**src/rtl/uic_pkg.sv**
```systemverilog
// Purpose: Shared constants, field layouts and types for the bus collision UART channel
// Assumes: 32-bit APB data, one aligned word per register
// Notes: Field positions are bit indices inside each register word
package uic_pkg;
  localparam int ADDR_W = 8;
  // Register byte offsets
  localparam logic [7:0] OFF_TXBUF = 8'h00;
  localparam logic [7:0] OFF_RXBUF = 8'h04;
  localparam logic [7:0] OFF_BAUD = 8'h08;
  localparam logic [7:0] OFF_MODE = 8'h0C;
  localparam logic [7:0] OFF_CTRL0 = 8'h10;
  localparam logic [7:0] OFF_CTRL1 = 8'h14;
  localparam logic [7:0] OFF_SPECIAL = 8'h18;
  localparam logic [7:0] OFF_IRQSEL = 8'h1C;
  localparam logic [7:0] OFF_STATUS = 8'h20;
  // Mode register fields
  localparam int MODE_SMD_LSB = 0;
  localparam int MODE_CLOCK_DIRECTION = 3;
  localparam int MODE_STOP = 4;
  localparam int MODE_PAR = 6;
  localparam int MODE_POL = 7;
  // Control 0 fields
  localparam int C0_CS_LSB = 0;
  localparam int C0_SHIFT_EMPTY = 3;
  localparam int C0_FLOW_DIS = 4;
  localparam int C0_OUT_MODE = 5;
  // Control 1 fields
  localparam int C1_TX_EN = 0;
  localparam int C1_TX_EMPTY = 1;
  localparam int C1_RX_EN = 2;
  localparam int C1_RX_DONE = 3;
  // Special mode fields
  localparam int SP_SAMPLE_SEL = 4;
  localparam int SP_AUTO_DIS = 5;
  localparam int SP_START_SYNC = 6;
  // Interrupt source select fields
  localparam int IS_TX_SRC = 0;
  localparam int IS_COLL_EN = 1;
  // Receive buffer error fields and status
  localparam int RB_OVERRUN = 12;
  localparam int RB_FRAMING = 13;
  localparam int RB_PARITY = 14;
  localparam int RB_SUM = 15;
  localparam int ST_COLL = 0;
  // Mode code and timing
  localparam logic [2:0] MODE_BUS_COLL = 3'h6;
  localparam logic [3:0] PHASE_ZERO = 4'h0;
  localparam logic [3:0] PHASE_MID = 4'h7;
  localparam logic [3:0] PHASE_LAST = 4'hF;
  localparam logic [3:0] BIT_FIRST = 4'h0;
  localparam logic [3:0] BIT_LAST = 4'h8;
  localparam logic [1:0] CS_F1 = 2'h0;
  localparam logic [1:0] CS_F8 = 2'h1;
  localparam logic [1:0] CS_F32 = 2'h2;
  localparam logic [2:0] PRE8_LAST = 3'h7;
  localparam logic [4:0] PRE32_LAST = 5'h1F;
  localparam logic [7:0] BAUD_RST = 8'h00;
  localparam logic [8:0] DATA_RST = 9'h000;

  typedef enum logic [2:0] {TX_IDLE, TX_ARM, TX_START, TX_DATA, TX_STOP} uic_tx_e;
  typedef enum logic [1:0] {RX_IDLE, RX_START, RX_DATA, RX_STOP} uic_rx_e;

  typedef struct packed {
    logic [2:0] serialModeSelect;
    logic clockDirection;
    logic stopBitLength;
    logic parityEnableBit;
    logic linePolarityInvert;
    logic [1:0] countSourceSelect;
    logic flowControlDisable;
    logic txOutputMode;
    logic rxEnableBit;
    logic collisionSampleSelect;
    logic autoTxDisableEnable;
    logic txStartSyncSelect;
    logic txIrqSource;
    logic collisionDetectEnable;
  } uic_cfg_s;

  typedef struct packed {
    logic txBufferEmpty;
    logic rxComplete;
    logic overrunError;
    logic framingError;
    logic collision;
  } uic_flags_s;

  localparam uic_cfg_s CFG_RST = '0;
  localparam uic_flags_s FLAGS_RST = 5'h10;
endpackage

```
**src/rtl/uic_bus_collision.sv**
```systemverilog
// Purpose: UART channel in bus collision mode, one 9-bit character per emulated bus bit
// Assumes: APB slave, zero wait states; pins synchronised here
// Notes: CHANNEL picks collision gating and pin behaviour per channel index
// Behaviour
// [RULE_01] One whole async character stands for one bit of the shared bus.
// [RULE_02] Driven transmit level differing from received level raises the collision request.
// [RULE_03] Channels 0 and 1 detect collisions only with their enable bit set.
// [RULE_04] Frame is start bit, nine data bits LSB first, then stop bit.
// [RULE_05] Transmit and receive buffers each hold nine data bits.
// [RULE_06] Sample select 0 compares levels at each transfer clock rising edge.
// [RULE_07] Sample select 1 compares at the one-shot timer underflow, pin triggered.
// [RULE_08] Timer for channel 0, 1, 2 is the one tied to that channel.
// [RULE_09] Auto disable set clears transmit enable when collision flag sets.
// [RULE_10] Start select 0 sends start bit one transfer clock after enable condition.
// [RULE_11] Start select 1 sends at active receive edge, falling normally, rising inverted.
// [RULE_12] Software meets the transmit condition before the launching receive edge.
// [RULE_13] Polarity bit inverts both transmit output and receive input.
// [RULE_14] Baud divider counts the selected internal or external source clock.
// [RULE_15] Transmit only with transmit enable, receive only with receive enable.
// [RULE_16] Flags show transmit buffer empty, shift register empty, reception complete.
// [RULE_17] Transmit interrupt source bit chooses buffer empty or transmission complete.
// [RULE_18] Channel 2 output always open drain; others select by output mode bit.
// [RULE_19] Software writes zero to every unassigned register bit.
// [RULE_20] One stop bit, no parity, no flow control in this mode.
// [RULE_21] Overrun flags when last data bit arrives while previous data unread.
// [RULE_22] Error sum reads one when overrun, framing or parity error is set.
`timescale 1ns/1ps
`default_nettype none
module uic_bus_collision
  import uic_pkg::*;
#(
  parameter int CHANNEL = 0,
  parameter int ONESHOT_COUNT = 16
) (
  input wire logic clk,
  input wire logic rst_b,
  input wire logic [ADDR_W-1:0] paddr,
  input wire logic psel,
  input wire logic penable,
  input wire logic pwrite,
  input wire logic [31:0] pwdata,
  output logic [31:0] prdata,
  output logic pready,
  output logic pslverr,
  input wire logic serialRxPin,
  input wire logic serialClockPin,
  input wire logic timerTriggerInput,
  output logic serialTxPinO,
  output logic serialTxPinOe,
  output logic collisionIrq,
  output logic txIrq,
  output logic rxIrq
);
  if (CHANNEL < 0 || CHANNEL > 2) begin : g_bad_channel
    $error("CHANNEL must be 0, 1 or 2");
  end
  localparam logic IS_CH2 = (CHANNEL == 2);

  uic_cfg_s cfg, next_cfg;
  uic_flags_s flags, next_flags;
  uic_tx_e txState, next_txState;
  uic_rx_e rxState, next_rxState;
  logic [8:0] txBuffer, next_txBuffer, rxBuffer, next_rxBuffer;
  logic [8:0] txShift, next_txShift, rxShift, next_rxShift;
  logic [7:0] baudDivider, next_baudDivider;
  logic [3:0] txBitCnt, next_txBitCnt, rxBitCnt, next_rxBitCnt;
  logic [3:0] freePhase, next_freePhase, rxPhase, next_rxPhase;
  logic txEnableBit, next_txEnableBit, txLevel, next_txLevel;
  logic next_txIrq, next_rxIrq, next_pinO, next_pinOe;
  logic [2:0] pinMeta, pinSync;
  logic rxPrev, rxLogic, rxActiveEdge, tick16, timerUnderflow, bitTick;
  logic wrEn, rdEn, addrHit, txLoad, txDone, rxDone, overrunEvent, collisionSet;
  logic [31:0] rdValue;

  // Two-stage sync of {trigger, clock pin, rx}; only pinSync is looked at
  always_ff @(posedge clk) begin
    if (!rst_b) begin
      // Trigger and clock pin start low like their edge detectors, so reset makes no false edge
      pinMeta <= 3'h1;
      pinSync <= 3'h1;
      rxPrev <= 1'b1;
    end else begin
      pinMeta <= {timerTriggerInput, serialClockPin, serialRxPin};
      pinSync <= pinMeta;
      rxPrev <= pinSync[0];
    end
  end

  // Logical receive level and its active edge [RULE_13] [RULE_11]
  assign rxLogic = pinSync[0] ^ cfg.linePolarityInvert;
  assign rxActiveEdge = (rxPrev ^ cfg.linePolarityInvert) && !rxLogic;

  // The timer instance belongs to this channel only [RULE_08]
  uic_timing #(.ONESHOT_COUNT(ONESHOT_COUNT)) u_timing (
    .clk(clk),
    .rst_b(rst_b),
    .countSourceSelect(cfg.countSourceSelect),
    .clockDirection(cfg.clockDirection),
    .baudDivider(baudDivider),
    .extClockSync(pinSync[1]),
    .triggerSync(pinSync[2]),
    .tick16(tick16),
    .timerUnderflow(timerUnderflow)
  );

  // Transfer clock rising edge marks each bit boundary
  assign bitTick = tick16 && (freePhase == PHASE_LAST);

  // Collision compare moment, gate and mismatch [RULE_02] [RULE_03] [RULE_06] [RULE_07]
  always_comb begin
    collisionSet = (cfg.collisionSampleSelect ? timerUnderflow : bitTick)
      && (cfg.serialModeSelect == MODE_BUS_COLL)
      && (IS_CH2 || cfg.collisionDetectEnable)
      && (txState inside {TX_START, TX_DATA, TX_STOP})
      && (txLevel != rxLogic);
  end

  // APB decode; zero wait states, unmapped offsets answer with pslverr
  assign pready = 1'b1;
  assign wrEn = psel && penable && pwrite;
  assign rdEn = psel && penable && !pwrite;
  always_comb begin
    addrHit = (paddr inside {OFF_TXBUF, OFF_RXBUF, OFF_BAUD, OFF_MODE, OFF_CTRL0,
                             OFF_CTRL1, OFF_SPECIAL, OFF_IRQSEL, OFF_STATUS});
    pslverr = psel && penable && !addrHit;
    rdValue = 32'h0000_0000;
    unique case (paddr)
      OFF_TXBUF: rdValue[8:0] = txBuffer;
      OFF_RXBUF: begin
        rdValue[8:0] = rxBuffer; // Nine data bits [RULE_05]
        rdValue[RB_OVERRUN] = flags.overrunError;
        rdValue[RB_FRAMING] = flags.framingError;
        rdValue[RB_PARITY] = 1'b0;
        rdValue[RB_SUM] = flags.overrunError || flags.framingError; // [RULE_22]
      end
      OFF_BAUD: rdValue[7:0] = baudDivider;
      OFF_MODE: begin
        rdValue[MODE_SMD_LSB +: 3] = cfg.serialModeSelect;
        rdValue[MODE_CLOCK_DIRECTION] = cfg.clockDirection;
        rdValue[MODE_STOP] = cfg.stopBitLength;
        rdValue[MODE_PAR] = cfg.parityEnableBit;
        rdValue[MODE_POL] = cfg.linePolarityInvert;
      end
      OFF_CTRL0: begin
        rdValue[C0_CS_LSB +: 2] = cfg.countSourceSelect;
        rdValue[C0_SHIFT_EMPTY] = (txState == TX_IDLE); // [RULE_16]
        rdValue[C0_FLOW_DIS] = cfg.flowControlDisable;
        rdValue[C0_OUT_MODE] = cfg.txOutputMode && !IS_CH2;
      end
      OFF_CTRL1: begin
        rdValue[C1_TX_EN] = txEnableBit;
        rdValue[C1_TX_EMPTY] = flags.txBufferEmpty; // [RULE_16]
        rdValue[C1_RX_EN] = cfg.rxEnableBit;
        rdValue[C1_RX_DONE] = flags.rxComplete; // [RULE_16]
      end
      OFF_SPECIAL: begin
        rdValue[SP_SAMPLE_SEL] = cfg.collisionSampleSelect;
        rdValue[SP_AUTO_DIS] = cfg.autoTxDisableEnable;
        rdValue[SP_START_SYNC] = cfg.txStartSyncSelect;
      end
      OFF_IRQSEL: begin
        rdValue[IS_TX_SRC] = cfg.txIrqSource;
        rdValue[IS_COLL_EN] = cfg.collisionDetectEnable;
      end
      OFF_STATUS: rdValue[ST_COLL] = flags.collision;
      default: rdValue = 32'h0000_0000;
    endcase
  end

  // Read data is captured in the setup phase so prdata comes from a flop
  always_ff @(posedge clk) begin
    if (!rst_b) begin
      prdata <= 32'h0000_0000;
    end else if (psel && !penable) begin
      prdata <= rdValue;
    end
  end

  // Software registers and hardware flags
  always_comb begin
    next_cfg = cfg;
    next_flags = flags;
    next_txBuffer = txBuffer;
    next_rxBuffer = rxBuffer;
    next_baudDivider = baudDivider;
    next_txEnableBit = txEnableBit;
    if (txLoad) begin
      next_flags.txBufferEmpty = 1'b1;
    end
    if (wrEn) begin
      unique case (paddr)
        OFF_TXBUF: begin
          next_txBuffer = pwdata[8:0]; // [RULE_05]
          next_flags.txBufferEmpty = 1'b0;
        end
        OFF_BAUD: next_baudDivider = pwdata[7:0];
        OFF_MODE: begin
          next_cfg.serialModeSelect = pwdata[MODE_SMD_LSB +: 3];
          next_cfg.clockDirection = pwdata[MODE_CLOCK_DIRECTION];
          next_cfg.stopBitLength = pwdata[MODE_STOP];
          next_cfg.parityEnableBit = pwdata[MODE_PAR];
          next_cfg.linePolarityInvert = pwdata[MODE_POL];
        end
        OFF_CTRL0: begin
          next_cfg.countSourceSelect = pwdata[C0_CS_LSB +: 2];
          next_cfg.flowControlDisable = pwdata[C0_FLOW_DIS];
          next_cfg.txOutputMode = pwdata[C0_OUT_MODE];
        end
        OFF_CTRL1: begin
          next_txEnableBit = pwdata[C1_TX_EN];
          next_cfg.rxEnableBit = pwdata[C1_RX_EN];
          if (!pwdata[C1_RX_EN]) begin
            next_flags.overrunError = 1'b0;
          end
        end
        OFF_SPECIAL: begin
          next_cfg.collisionSampleSelect = pwdata[SP_SAMPLE_SEL];
          next_cfg.autoTxDisableEnable = pwdata[SP_AUTO_DIS];
          next_cfg.txStartSyncSelect = pwdata[SP_START_SYNC];
        end
        OFF_IRQSEL: begin
          next_cfg.txIrqSource = pwdata[IS_TX_SRC];
          next_cfg.collisionDetectEnable = pwdata[IS_COLL_EN];
        end
        OFF_STATUS: begin
          if (pwdata[ST_COLL]) begin
            next_flags.collision = 1'b0;
          end
        end
        default: ;
      endcase
    end
    if (rdEn && paddr == OFF_RXBUF) begin
      next_flags.rxComplete = 1'b0;
    end
    // Hardware events come last so a set beats a same-cycle clear
    if (rxDone) begin
      next_rxBuffer = rxShift;
      next_flags.rxComplete = 1'b1; // [RULE_16]
      next_flags.framingError = !rxLogic;
    end
    if (overrunEvent) begin
      next_flags.overrunError = 1'b1; // [RULE_21]
    end
    if (collisionSet) begin
      next_flags.collision = 1'b1; // [RULE_02]
      if (cfg.autoTxDisableEnable) begin
        next_txEnableBit = 1'b0; // Beats a same-cycle software set [RULE_09]
      end
    end
    next_txIrq = cfg.txIrqSource ? txDone : txLoad; // [RULE_17]
    next_rxIrq = rxDone;
  end

  always_ff @(posedge clk) begin
    if (!rst_b) begin
      cfg <= CFG_RST;
      flags <= FLAGS_RST;
      txBuffer <= DATA_RST;
      rxBuffer <= DATA_RST;
      baudDivider <= BAUD_RST;
      txEnableBit <= 1'b0;
      txIrq <= 1'b0;
      rxIrq <= 1'b0;
    end else begin
      cfg <= next_cfg;
      flags <= next_flags;
      txBuffer <= next_txBuffer;
      rxBuffer <= next_rxBuffer;
      baudDivider <= next_baudDivider;
      txEnableBit <= next_txEnableBit;
      txIrq <= next_txIrq;
      rxIrq <= next_rxIrq;
    end
  end
  assign collisionIrq = flags.collision;

  // Transmitter: one stop bit, no parity, no flow control [RULE_20] [RULE_01]
  always_comb begin
    next_txState = txState;
    next_txShift = txShift;
    next_txBitCnt = txBitCnt;
    next_freePhase = tick16 ? 4'(freePhase + 4'h1) : freePhase;
    txLoad = 1'b0;
    txDone = 1'b0;
    unique case (txState)
      TX_IDLE: begin
        if (txEnableBit && !flags.txBufferEmpty) begin // [RULE_15]
          txLoad = 1'b1;
          next_txShift = txBuffer;
          next_txState = TX_ARM;
        end
      end
      TX_ARM: begin
        if (!cfg.txStartSyncSelect) begin
          if (bitTick) begin
            next_txState = TX_START; // [RULE_10]
          end
        end else if (rxActiveEdge) begin
          next_txState = TX_START; // Edge also realigns the transfer clock [RULE_11]
          next_freePhase = PHASE_ZERO;
        end
      end
      TX_START: begin
        if (bitTick) begin
          next_txState = TX_DATA;
          next_txBitCnt = BIT_FIRST;
        end
      end
      TX_DATA: begin
        if (bitTick) begin
          next_txShift = {1'b0, txShift[8:1]}; // LSB first [RULE_04]
          if (txBitCnt == BIT_LAST) begin
            next_txState = TX_STOP;
          end else begin
            next_txBitCnt = 4'(txBitCnt + 4'h1);
          end
        end
      end
      TX_STOP: begin
        if (bitTick) begin
          next_txState = TX_IDLE;
          txDone = 1'b1;
        end
      end
    endcase
    next_txLevel = (next_txState == TX_START) ? 1'b0 :
                   (next_txState == TX_DATA) ? next_txShift[0] : 1'b1;
    next_pinO = next_txLevel ^ cfg.linePolarityInvert; // [RULE_13]
    // Open drain only pulls low; channel 2 has no push-pull choice [RULE_18]
    next_pinOe = (IS_CH2 || cfg.txOutputMode) ? !next_pinO : 1'b1;
  end

  // Pin drivers start released so nothing fights the bus during reset
  always_ff @(posedge clk) begin
    if (!rst_b) begin
      txState <= TX_IDLE;
      txShift <= DATA_RST;
      txBitCnt <= BIT_FIRST;
      freePhase <= PHASE_ZERO;
      txLevel <= 1'b1;
      serialTxPinO <= 1'b1;
      serialTxPinOe <= 1'b0;
    end else begin
      txState <= next_txState;
      txShift <= next_txShift;
      txBitCnt <= next_txBitCnt;
      freePhase <= next_freePhase;
      txLevel <= next_txLevel;
      serialTxPinO <= next_pinO;
      serialTxPinOe <= next_pinOe;
    end
  end

  // Receiver: samples at mid bit, aborts when disabled [RULE_15]
  always_comb begin
    next_rxState = rxState;
    next_rxShift = rxShift;
    next_rxBitCnt = rxBitCnt;
    next_rxPhase = (tick16 && rxState != RX_IDLE) ? 4'(rxPhase + 4'h1) : rxPhase;
    rxDone = 1'b0;
    overrunEvent = 1'b0;
    if (rxState == RX_IDLE) begin
      if (cfg.rxEnableBit && rxActiveEdge) begin
        next_rxState = RX_START;
        next_rxPhase = PHASE_ZERO;
      end
    end else if (!cfg.rxEnableBit) begin
      next_rxState = RX_IDLE;
    end else if (tick16 && rxPhase == PHASE_MID) begin
      if (rxState == RX_START) begin
        next_rxState = rxLogic ? RX_IDLE : RX_DATA; // Glitch rejection
        next_rxBitCnt = BIT_FIRST;
      end else if (rxState == RX_DATA) begin
        next_rxShift = {rxLogic, rxShift[8:1]};
        if (rxBitCnt == BIT_LAST) begin
          next_rxState = RX_STOP;
          overrunEvent = flags.rxComplete; // [RULE_21]
        end else begin
          next_rxBitCnt = 4'(rxBitCnt + 4'h1);
        end
      end else begin
        next_rxState = RX_IDLE;
        rxDone = 1'b1;
      end
    end
  end

  always_ff @(posedge clk) begin
    if (!rst_b) begin
      rxState <= RX_IDLE;
      rxShift <= DATA_RST;
      rxBitCnt <= BIT_FIRST;
      rxPhase <= PHASE_ZERO;
    end else begin
      rxState <= next_rxState;
      rxShift <= next_rxShift;
      rxBitCnt <= next_rxBitCnt;
      rxPhase <= next_rxPhase;
    end
  end
endmodule
`default_nettype wire

```
**src/rtl/uic_timing.sv**
```systemverilog
// Purpose: Count source prescaler, baud divider and one-shot collision timer
// Assumes: Clock pin and trigger pin arrive already synchronised
// Notes: tick16 is the 16x oversampling enable; one bit lasts 16 ticks
`timescale 1ns/1ps
`default_nettype none
module uic_timing
  import uic_pkg::*;
#(
  parameter int ONESHOT_COUNT = 16
) (
  input wire logic clk,
  input wire logic rst_b,
  input wire logic [1:0] countSourceSelect,
  input wire logic clockDirection,
  input wire logic [7:0] baudDivider,
  input wire logic extClockSync,
  input wire logic triggerSync,
  output logic tick16,
  output logic timerUnderflow
);
  localparam logic [15:0] SHOT_LOAD = 16'(ONESHOT_COUNT);
  localparam logic [15:0] SHOT_ONE = 16'h0001;
  localparam logic [15:0] SHOT_ZERO = 16'h0000;

  if (ONESHOT_COUNT < 1 || ONESHOT_COUNT > 65535) begin : g_bad_count
    $error("ONESHOT_COUNT out of range");
  end

  logic [4:0] prescale, next_prescale;
  logic [7:0] baudCnt, next_baudCnt;
  logic [15:0] shotCnt, next_shotCnt;
  logic extPrev, trigPrev, next_tick16, next_timerUnderflow;
  logic srcEn, trigEdge;

  // Count source pick, divider reload and one-shot countdown
  always_comb begin
    next_prescale = 5'(prescale + 5'h01);
    unique case (countSourceSelect)
      CS_F8: srcEn = (prescale[2:0] == PRE8_LAST);
      CS_F32: srcEn = (prescale == PRE32_LAST);
      default: srcEn = 1'b1;
    endcase
    if (clockDirection) begin
      srcEn = extClockSync && !extPrev; // External clock counts its rising edges [RULE_14]
    end
    next_baudCnt = baudCnt;
    next_tick16 = 1'b0;
    if (srcEn) begin
      if (baudCnt == BAUD_RST) begin
        next_baudCnt = baudDivider; // Divide by n+1 [RULE_14]
        next_tick16 = 1'b1;
      end else begin
        next_baudCnt = 8'(baudCnt - 8'h01);
      end
    end
    trigEdge = triggerSync && !trigPrev;
    next_shotCnt = shotCnt;
    next_timerUnderflow = 1'b0;
    if (trigEdge) begin
      next_shotCnt = SHOT_LOAD; // Retrigger restarts the shot [RULE_07]
    end else if (shotCnt != SHOT_ZERO) begin
      next_shotCnt = 16'(shotCnt - SHOT_ONE);
      next_timerUnderflow = (shotCnt == SHOT_ONE);
    end
  end

  // Register stage
  always_ff @(posedge clk) begin
    if (!rst_b) begin
      prescale <= 5'h00;
      baudCnt <= BAUD_RST;
      shotCnt <= SHOT_ZERO;
      extPrev <= 1'b0;
      trigPrev <= 1'b0;
      tick16 <= 1'b0;
      timerUnderflow <= 1'b0;
    end else begin
      prescale <= next_prescale;
      baudCnt <= next_baudCnt;
      shotCnt <= next_shotCnt;
      extPrev <= extClockSync;
      trigPrev <= triggerSync;
      tick16 <= next_tick16;
      timerUnderflow <= next_timerUnderflow;
    end
  end
endmodule
`default_nettype wire

```
**config.mk**
```make
export PLATFORM = sky130hd
export DESIGN_NAME = uic_bus_collision
export DESIGN_NICKNAME = d
export VERILOG_FILES = /design/src/rtl/uic_pkg.sv /design/src/rtl/uic_bus_collision.sv /design/src/rtl/uic_timing.sv
export SDC_FILE = /design/constraint.sdc
export NUM_CORES = 1
export LEC_CHECK = 0
export ABC_AREA = 1
export ABC_CLOCK_PERIOD_IN_PS = 1680
export BUFFER_PORTS_ARGS = -buffer_cell sky130_fd_sc_hd__buf_4
export CAP_MARGIN = 10
export CORE_MARGIN = 1.5
export CORE_UTILIZATION = 52
export CTS_BUF_LIST = sky130_fd_sc_hd__clkbuf_4 sky130_fd_sc_hd__clkbuf_8 sky130_fd_sc_hd__clkbuf_16
export DETAILED_ROUTE_END_ITERATION = 12
export PLACE_DENSITY_LB_ADDON = 0.3
export SYNTH_ARGS = -nofsm -noshare
export SYNTH_HDL_FRONTEND = slang
export SYNTH_SLANG_ARGS = --single-unit
```
**constraint.sdc**
```tcl
create_clock -name clk -period 1.68 [get_ports clk]
set_input_delay 0.168 -clock clk [delete_from_list [all_inputs] [get_ports clk]]
set_output_delay 0.168 -clock clk [all_outputs]
set_load 0.02 [all_outputs]
```
==> impl_metrics.yaml, run 1 <==
timing:
  skew_ps: 7.68
  final_setup_violating_endpoints: 0
  timing.final.max_slew_violations: 0
  setup_repair_after_global_routing_missed_its_margin: "yes"
  fin_tns_setup_ps: 0
  period_minus_slack_ps: 1610
  fmaxAchievable_ghz: 0.622
  final_hold_violations: 0
  period_share: 0.956
  setup_slack_ps: 73.5
layout:
  num-fill-cells: 1070
  area.growth.synth_to_final_pct: 19.6
  final_core_util: 0.647
  ratio_of_cells_with_drive_above_1_in_the_final_layout: 0.196
  n_antenna_cell: 0
  postLayoutCellArea_mm2: 0.00827
  design.final.nets: 1071
clock_tree:
  cts-htree-levels: 4
  cts_max_path_buffers: 2
  clk_transition_reported_paths_ps: 60
  cts_tree: "yes"
  ctsRootBufferMaster: "clkbuf_16"
  numClockSinks: 145
  tritoncts.num_buffers: 17
  clock_insertion_delay_worst_skew_ps: 430
synthesis:
  average_size_of_a_mapped_cell_um2: 7.49
  postSynth.topFlopCell: "dfxtp_1"
  yosysWarnings: 0
  synth.distinct_cells: 48
  synth-async-reset-ratio: 0
  synth_enable_flop_cells: 0
  synth.ff_latch_count: 145
  synthCells: 923
  netlist_area_mm2: 0.00692
  synth.yosys.seq_area_share: 0.420
grt:
  grt_start_max_net_pins: 35
  wire_length_of_the_first_global_routing_pass_mm: 26.8
  number_of_antenna_violations_at_the_first_check_in_global_routing: 0
  number_of_global_route_vias_before_repair: 5545
  grt_remaining_overflow: 0
  grt_usage: 0.240
critical_path:
  worst-endpoint-arrival_ps: 1920
  endpoint_kind: "register"
  critPathLaunch: "u_timing.prescale[0]$_SDFF_PN0_"
  cp_data_required_time_ps: 1990
  worst_r2r_startpoint: "u_timing.prescale[0]$_SDFF_PN0_"
  crit_path_max_incr_delay_ps: 320
  setup.worst_path.class: "reg2reg"
  critical_path.max_fanout: 5
  critical_path.cell_chain: "ha_2, and3_1, ha_1, nand2_1, nand3_2, nand2_4, nor2_4, inv_1, buf_4, o22ai_2"
  cpMaxStageDelayCell: "dfxtp_2"
  worst_setup_path_start_kind: "register"
place:
  last_weighted_congestion_value_of_the_routability_driven_placer: 0.957
  hpwl_dp_mm: 11.9
  dpl_cell_area_mm2: 0.00757
  post-place-ws_ps: -44.3
  port_buffers: 42
run:
  timing.max_cap.violations: 0
power_and_ir_drop:
  leakagePower_nw: 3.63
  power_w: 0.0101
  power_density_mw_per_mm2: 1220
  vdd.ir_drop.worst_mv: 0.972
routing:
  detail_route.wl_per_cell_um: 13.9
  drt-pass1-iter-count: 5
  ant_nets: 0
  via_per_inst: 5.18
  initialDrtViolationCount: 486
  wirelength_mm: 16.6
  route.detailed.drc: 0
  routed-via-count: 6155
hold_path:
  holdCritPathClass: "in2reg"
  hold_path_startpoint: "pwdata[3]"
floorplanning:
  die_h_um: 118
  die-area_mm2: 0.0140
  die-width_um: 118
  initial_core_util: 0.541
  floorplan.io_pins: 87
  floorplan.rows: 41
  floorplan.core_area_mm2: 0.0128
run_status:
  status: "complete, no violations"
## path summary, 6_finish.rpt
kind	endpoint	slack (ps)	cells past startpoint
worst max-delay path	u_timing.baudCnt[1]$_SDFFE_PN0N_	70	10
worst min-delay path	cfg[13]$_SDFFE_PN0P_	9	3
worst max register to register	u_timing.baudCnt[1]$_SDFFE_PN0N_	70	10
worst min register to register	pinSync[2]$_SDFF_PN0_	410	2
## cells in the final DEF (no fill, tap or decap), types with 3 or more instances in the layout
cell type / n
a211oi_1: 9
nand2_1: 119
ha_1: 15
o22ai_1: 6
conb_1: 21
nor2_4: 13
inv_2: 12
nor3_1: 12
nor2_2: 11
nand3_2: 9
nand2_4: 5
inv_1: 121
xnor2_1: 3
a221oi_1: 7
nor2_1: 112
xor2_1: 16
o21ai_0: 82
nand2_2: 10
o21ai_1: 8
ha_2: 3
dfxtp_2: 3
dlygate4sd3_1: 3
nand4_1: 11
or2_2: 4
nand3_1: 31
buf_4: 80
dfxtp_1: 142
clkbuf_16: 17
clkinv_4: 4
nor4_1: 5
clkinvlp_4: 5
a31oi_1: 3
a21oi_1: 79
## metrics by stage
step / instances / hold slack [ps]
floorplan: 942 / 266
global placement: 1155 / 355
detailed placement: 1155 / 355
CTS: 1189 / 3.54
global route: 1189 / 13.0
finish: 1189 / 8.52
## layer usage
metal	wire length, um	vias to the layer above	global-route usage
met5	0	-	0
li1	-	3129	-
met2	7490	165	0.374
met1	7810	2839	0.331
met3	992	22	0.0497
met4	261	0	0.0785
## timing repair
| action | CTS | global route |
|---|---|---|
| setup endpoints to repair | 7 | 43 |
| hold buffers | 3 | 0 |
| gates cloned | 0 | 0 |
| pin swaps | 0 | 1 |
| hold endpoints to repair | 3 | 0 |
| setup buffers | 0 | 0 |
| gates resized for setup | 2 | 34 |
## where the power goes
group	total (W)	internal (W)	switching (W)	leakage (nW)
clock network	0.00361	0.00211	0.00150	0.263
logic	0.00249	0.000985	0.00151	2.19
registers	0.00397	0.00374	0.000233	1.18
total	0.0101	0.00683	0.00324	3.63
## sequential cells by signal (all words and copies together) (netlist names), 3 cells and up
register,count
flags,4
rxPhase,4
pinMeta,3
pinSync,3
txBitCnt,4
rxBitCnt,4
txState,3
prdata,12
txShift,9
cfg,17
baudDivider,8
rxShift,9
u_timing.baudCnt,8
u_timing.shotCnt,16
rxBuffer,9
freePhase,4
txBuffer,9
u_timing.prescale,5
## layout make-up
| type | count | area (um^2) | area share |
|---|---|---|---|
| clock buffer | 20 | 454 | 0.0549 |
| inverter | 138 | 529 | 0.0640 |
| clock inverter | 11 | 110 | 0.0133 |
| multi-input combinational | 618 | 3380 | 0.409 |
| timing repair buffer | 85 | 671 | 0.0811 |
| tap | 172 | 215 | 0.0260 |
| sequential | 145 | 2910 | 0.351 |
## cell usage after synthesis, drive strengths merged (10+ instances only)
| library cell | instances | area, um^2 |
|---|---|---|
| dfxtp | 145 | 2900 |
| nor2 | 137 | 626 |
| inv | 134 | 503 |
| nand2 | 134 | 556 |
| o21ai | 91 | 459 |
| a21oi | 81 | 405 |
| nand3 | 40 | 235 |
| buf | 29 | 224 |
| ha | 18 | 225 |
| nor3 | 16 | 103 |
| xor2 | 16 | 140 |
| clkbuf | 12 | 45.0 |
| nand4 | 11 | 68.8 |
| a211oi | 10 | 80.1 |
## kinds of logic after synthesis
family                     count (synthesis)  synth area share
DFF                                      145             0.420
AOI/OAI and AO/OA                        207             0.164
xor gates and xnor gates                  19            0.0241
other                                      2           0.00109
and+or+nand+nor                          353             0.244
adders and majority gates                 18            0.0326
buffers and inverters                    179             0.115
## critical path, delay by kind of cell (launching register included)
family / cells / cell delay [ps]
simple gates: 5 / 540
fa+ha+maj: 2 / 360
flops: 1 / 320
buf+inv: 2 / 210
compound gates: 1 / 60
Power figures use the tool's default switching activity.
==> inputs of run 2 (changes only) <==
--- a/config.mk
+++ b/config.mk
@@ -9,7 +9,7 @@
 export ABC_CLOCK_PERIOD_IN_PS = 1680
 export BUFFER_PORTS_ARGS = -buffer_cell sky130_fd_sc_hd__buf_4
 export CAP_MARGIN = 10
-export CORE_MARGIN = 1.5
+export CORE_MARGIN = 4
 export CORE_UTILIZATION = 52
 export CTS_BUF_LIST = sky130_fd_sc_hd__clkbuf_4 sky130_fd_sc_hd__clkbuf_8 sky130_fd_sc_hd__clkbuf_16
 export DETAILED_ROUTE_END_ITERATION = 12
==> run 2 against run 1 <==
Against the previous run:
- critical path depth is 1 lower
- count of clock-buffer cells in the layout is 1 higher
- register-to-register slack hardly changed
- power is 3.3% higher
- sequential share of layout area hardly changed
- routed wire length is 0.18% higher
- die area is 8.6% higher
- maximum frequency is 0.87% lower
==> impl_metrics.yaml, run 2 (same netlist as run 1, synthesis figures left out) <==
routing:
  ant_nets: 0
  initialDrtViolationCount: 478
  via_per_inst: 5.17
  detail_route.wl_per_cell_um: 14.0
  wirelength_mm: 16.6
  drt-pass1-iter-count: 5
  routed-via-count: 6129
  route.detailed.drc: 0
grt:
  number_of_global_route_vias_before_repair: 5486
  number_of_antenna_violations_at_the_first_check_in_global_routing: 0
  grt_start_max_net_pins: 44
  wire_length_of_the_first_global_routing_pass_mm: 26.7
  grt_remaining_overflow: 0
  grt_usage: 0.225
floorplanning:
  initial_core_util: 0.539
  floorplan.core_area_mm2: 0.0128
  floorplan.io_pins: 87
  die_h_um: 123
  die-area_mm2: 0.0152
  die-width_um: 123
  floorplan.rows: 41
timing:
  fmaxAchievable_ghz: 0.617
  period_share: 0.965
  final_hold_violations: 0
  final_setup_violating_endpoints: 0
  period_minus_slack_ps: 1620
  skew_ps: 9.07
  timing.final.max_slew_violations: 0
  worst_hold_margin_ps: 17.5
critical_path:
  critPathLaunch: "u_timing.prescale[1]$_SDFF_PN0_"
  cp_data_required_time_ps: 2030
  cpMaxStageDelayCell: "dfxtp_2"
  ff2ff_path_depth: 9
  worst-endpoint-arrival_ps: 1970
  endpoint: "u_timing.baudCnt[1]$_SDFFE_PN0N_"
  reg2reg_to: "u_timing.baudCnt[1]$_SDFFE_PN0N_"
  critical_path.max_fanout: 5
  endpoint_kind: "register"
  worst_r2r_startpoint: "u_timing.prescale[1]$_SDFF_PN0_"
  crit_path_max_incr_delay_ps: 330
  worst_setup_path_start_kind: "register"
  critical_path.cell_chain: "ha_4, and3_4, ha_1, nand2_1, nand3_2, nand2_4, buf_4, nand2_2, o22ai_2"
  setup.worst_path.class: "reg2reg"
  reg2reg_slack_ps: 60
place:
  dpl_cell_area_mm2: 0.00751
  port_buffers: 42
  last_weighted_congestion_value_of_the_routability_driven_placer: 0.938
  dpl.cell_count: 1148
  hpwl_dp_mm: 12.1
clock_tree:
  cts-htree-levels: 4
  cts_tree: "yes"
  cts_max_path_buffers: 2
  ctsRootBufferMaster: "clkbuf_16"
  tritoncts.num_buffers: 17
  clock_insertion_delay_worst_skew_ps: 420
  clk_transition_reported_paths_ps: 60
  numClockSinks: 145
layout:
  ratio_of_cells_with_drive_above_1_in_the_final_layout: 0.189
  multi_input_area_mm2: 0.00337
  final_cell_mix: "dfxtp_1, inv_1, nand2_1"
  layout.cells.non_filler: 1185
  largest-register: "cfg"
  area.growth.synth_to_final_pct: 19.5
  largest_register_ffs: 17
  design.final.nets: 1066
  num-fill-cells: 1133
  largestRegisters: "cfg x17, u_timing.shotCnt x16, prdata x12"
  final-seq-area_mm2: 0.00291
  layout.cells.most_common: "dfxtp_1"
  n_antenna_cell: 0
  postLayoutCellArea_mm2: 0.00827
run_status:
  status: "complete, no violations"
power_and_ir_drop:
  power_density_mw_per_mm2: 1260
  vdd.ir_drop.worst_mv: 0.805
  leakagePower_nw: 3.64
hold_path:
  holdCritPathClass: "in2reg"
  min_delay_path_depth: 3
run:
  timing.max_cap.violations: 0
-- run 2: repair_timing --
item,4_1_cts,5_1_grt
resized for setup,4,28
pin swaps,1,5
hold endpoints to repair,4,0
setup buffers,0,1
setup endpoints to repair,7,41
hold buffers,4,0
-- run 2: cell type report --
type                       instances  share of cell area
sequential                       145               0.352
clock buffer                      21              0.0574
clock inverter                    11              0.0183
tap                              172              0.0260
inverter                         138              0.0639
multi-input combinational        618               0.407
timing repair buffer              80              0.0754
-- run 2: how the worst min path moves through the flow --
stage                           start                           to  slack (ps)
finish                      pwdata[7]  baudDivider[7]$_SDFFE_PN0P_          20
global route                pwdata[6]         cfg[11]$_SDFFE_PN0P_          40
global placement       serialClockPin        pinMeta[1]$_SDFF_PN0_         350
CTS                         pwdata[7]  baudDivider[7]$_SDFFE_PN0P_           2
floorplan              serialClockPin        pinMeta[1]$_SDFF_PN0_         270
detailed placement  timerTriggerInput        pinMeta[2]$_SDFF_PN0_         360
-- run 2: metrics by stage --
| step | util | power (W) | setup WS [ps] | TNS, ps |
|---|---|---|---|---|
| after CTS | 0.638 | 0.0104 | 3.64 | 0 |
| after global routing | 0.645 | 0.0110 | -2.15 | -2.15 |
| final | 0.645 | 0.0104 | 59.5 | 0 |
| after global placement | 0.586 | 0.00636 | -23.2 | -23.2 |
| after detailed placement | 0.586 | 0.00640 | -58.3 | -86.1 |
| after floorplan | - | 0.00582 | 138 | 0 |
-- run 2: where the power goes --
group | leakage (nW) | total (W) | internal, W | switching [W]
Sequential | 1.18 | 0.00397 | 0.00374 | 0.000232
Clock | 0.307 | 0.00395 | 0.00248 | 0.00147
Combinational | 2.15 | 0.00248 | 0.000986 | 0.00149
Total | 3.64 | 0.0104 | 0.00721 | 0.00320
-- run 2: metal layers --
layer  part of all wire  GRT usage
met1               0.46      0.316
met2               0.45      0.343
met3              0.070     0.0425
met4              0.019     0.0872
met5                  0          0
-- run 2: worst max-delay path: cells and delay by family, from the launching register on --
family	cells	cell delay, ps
flip-flops	1	330
adder cells (fa/ha/maj)	2	330
AND/OR/NAND/NOR	5	560
buffers and inverters	1	130
AO/OA/AOI/OAI	1	190
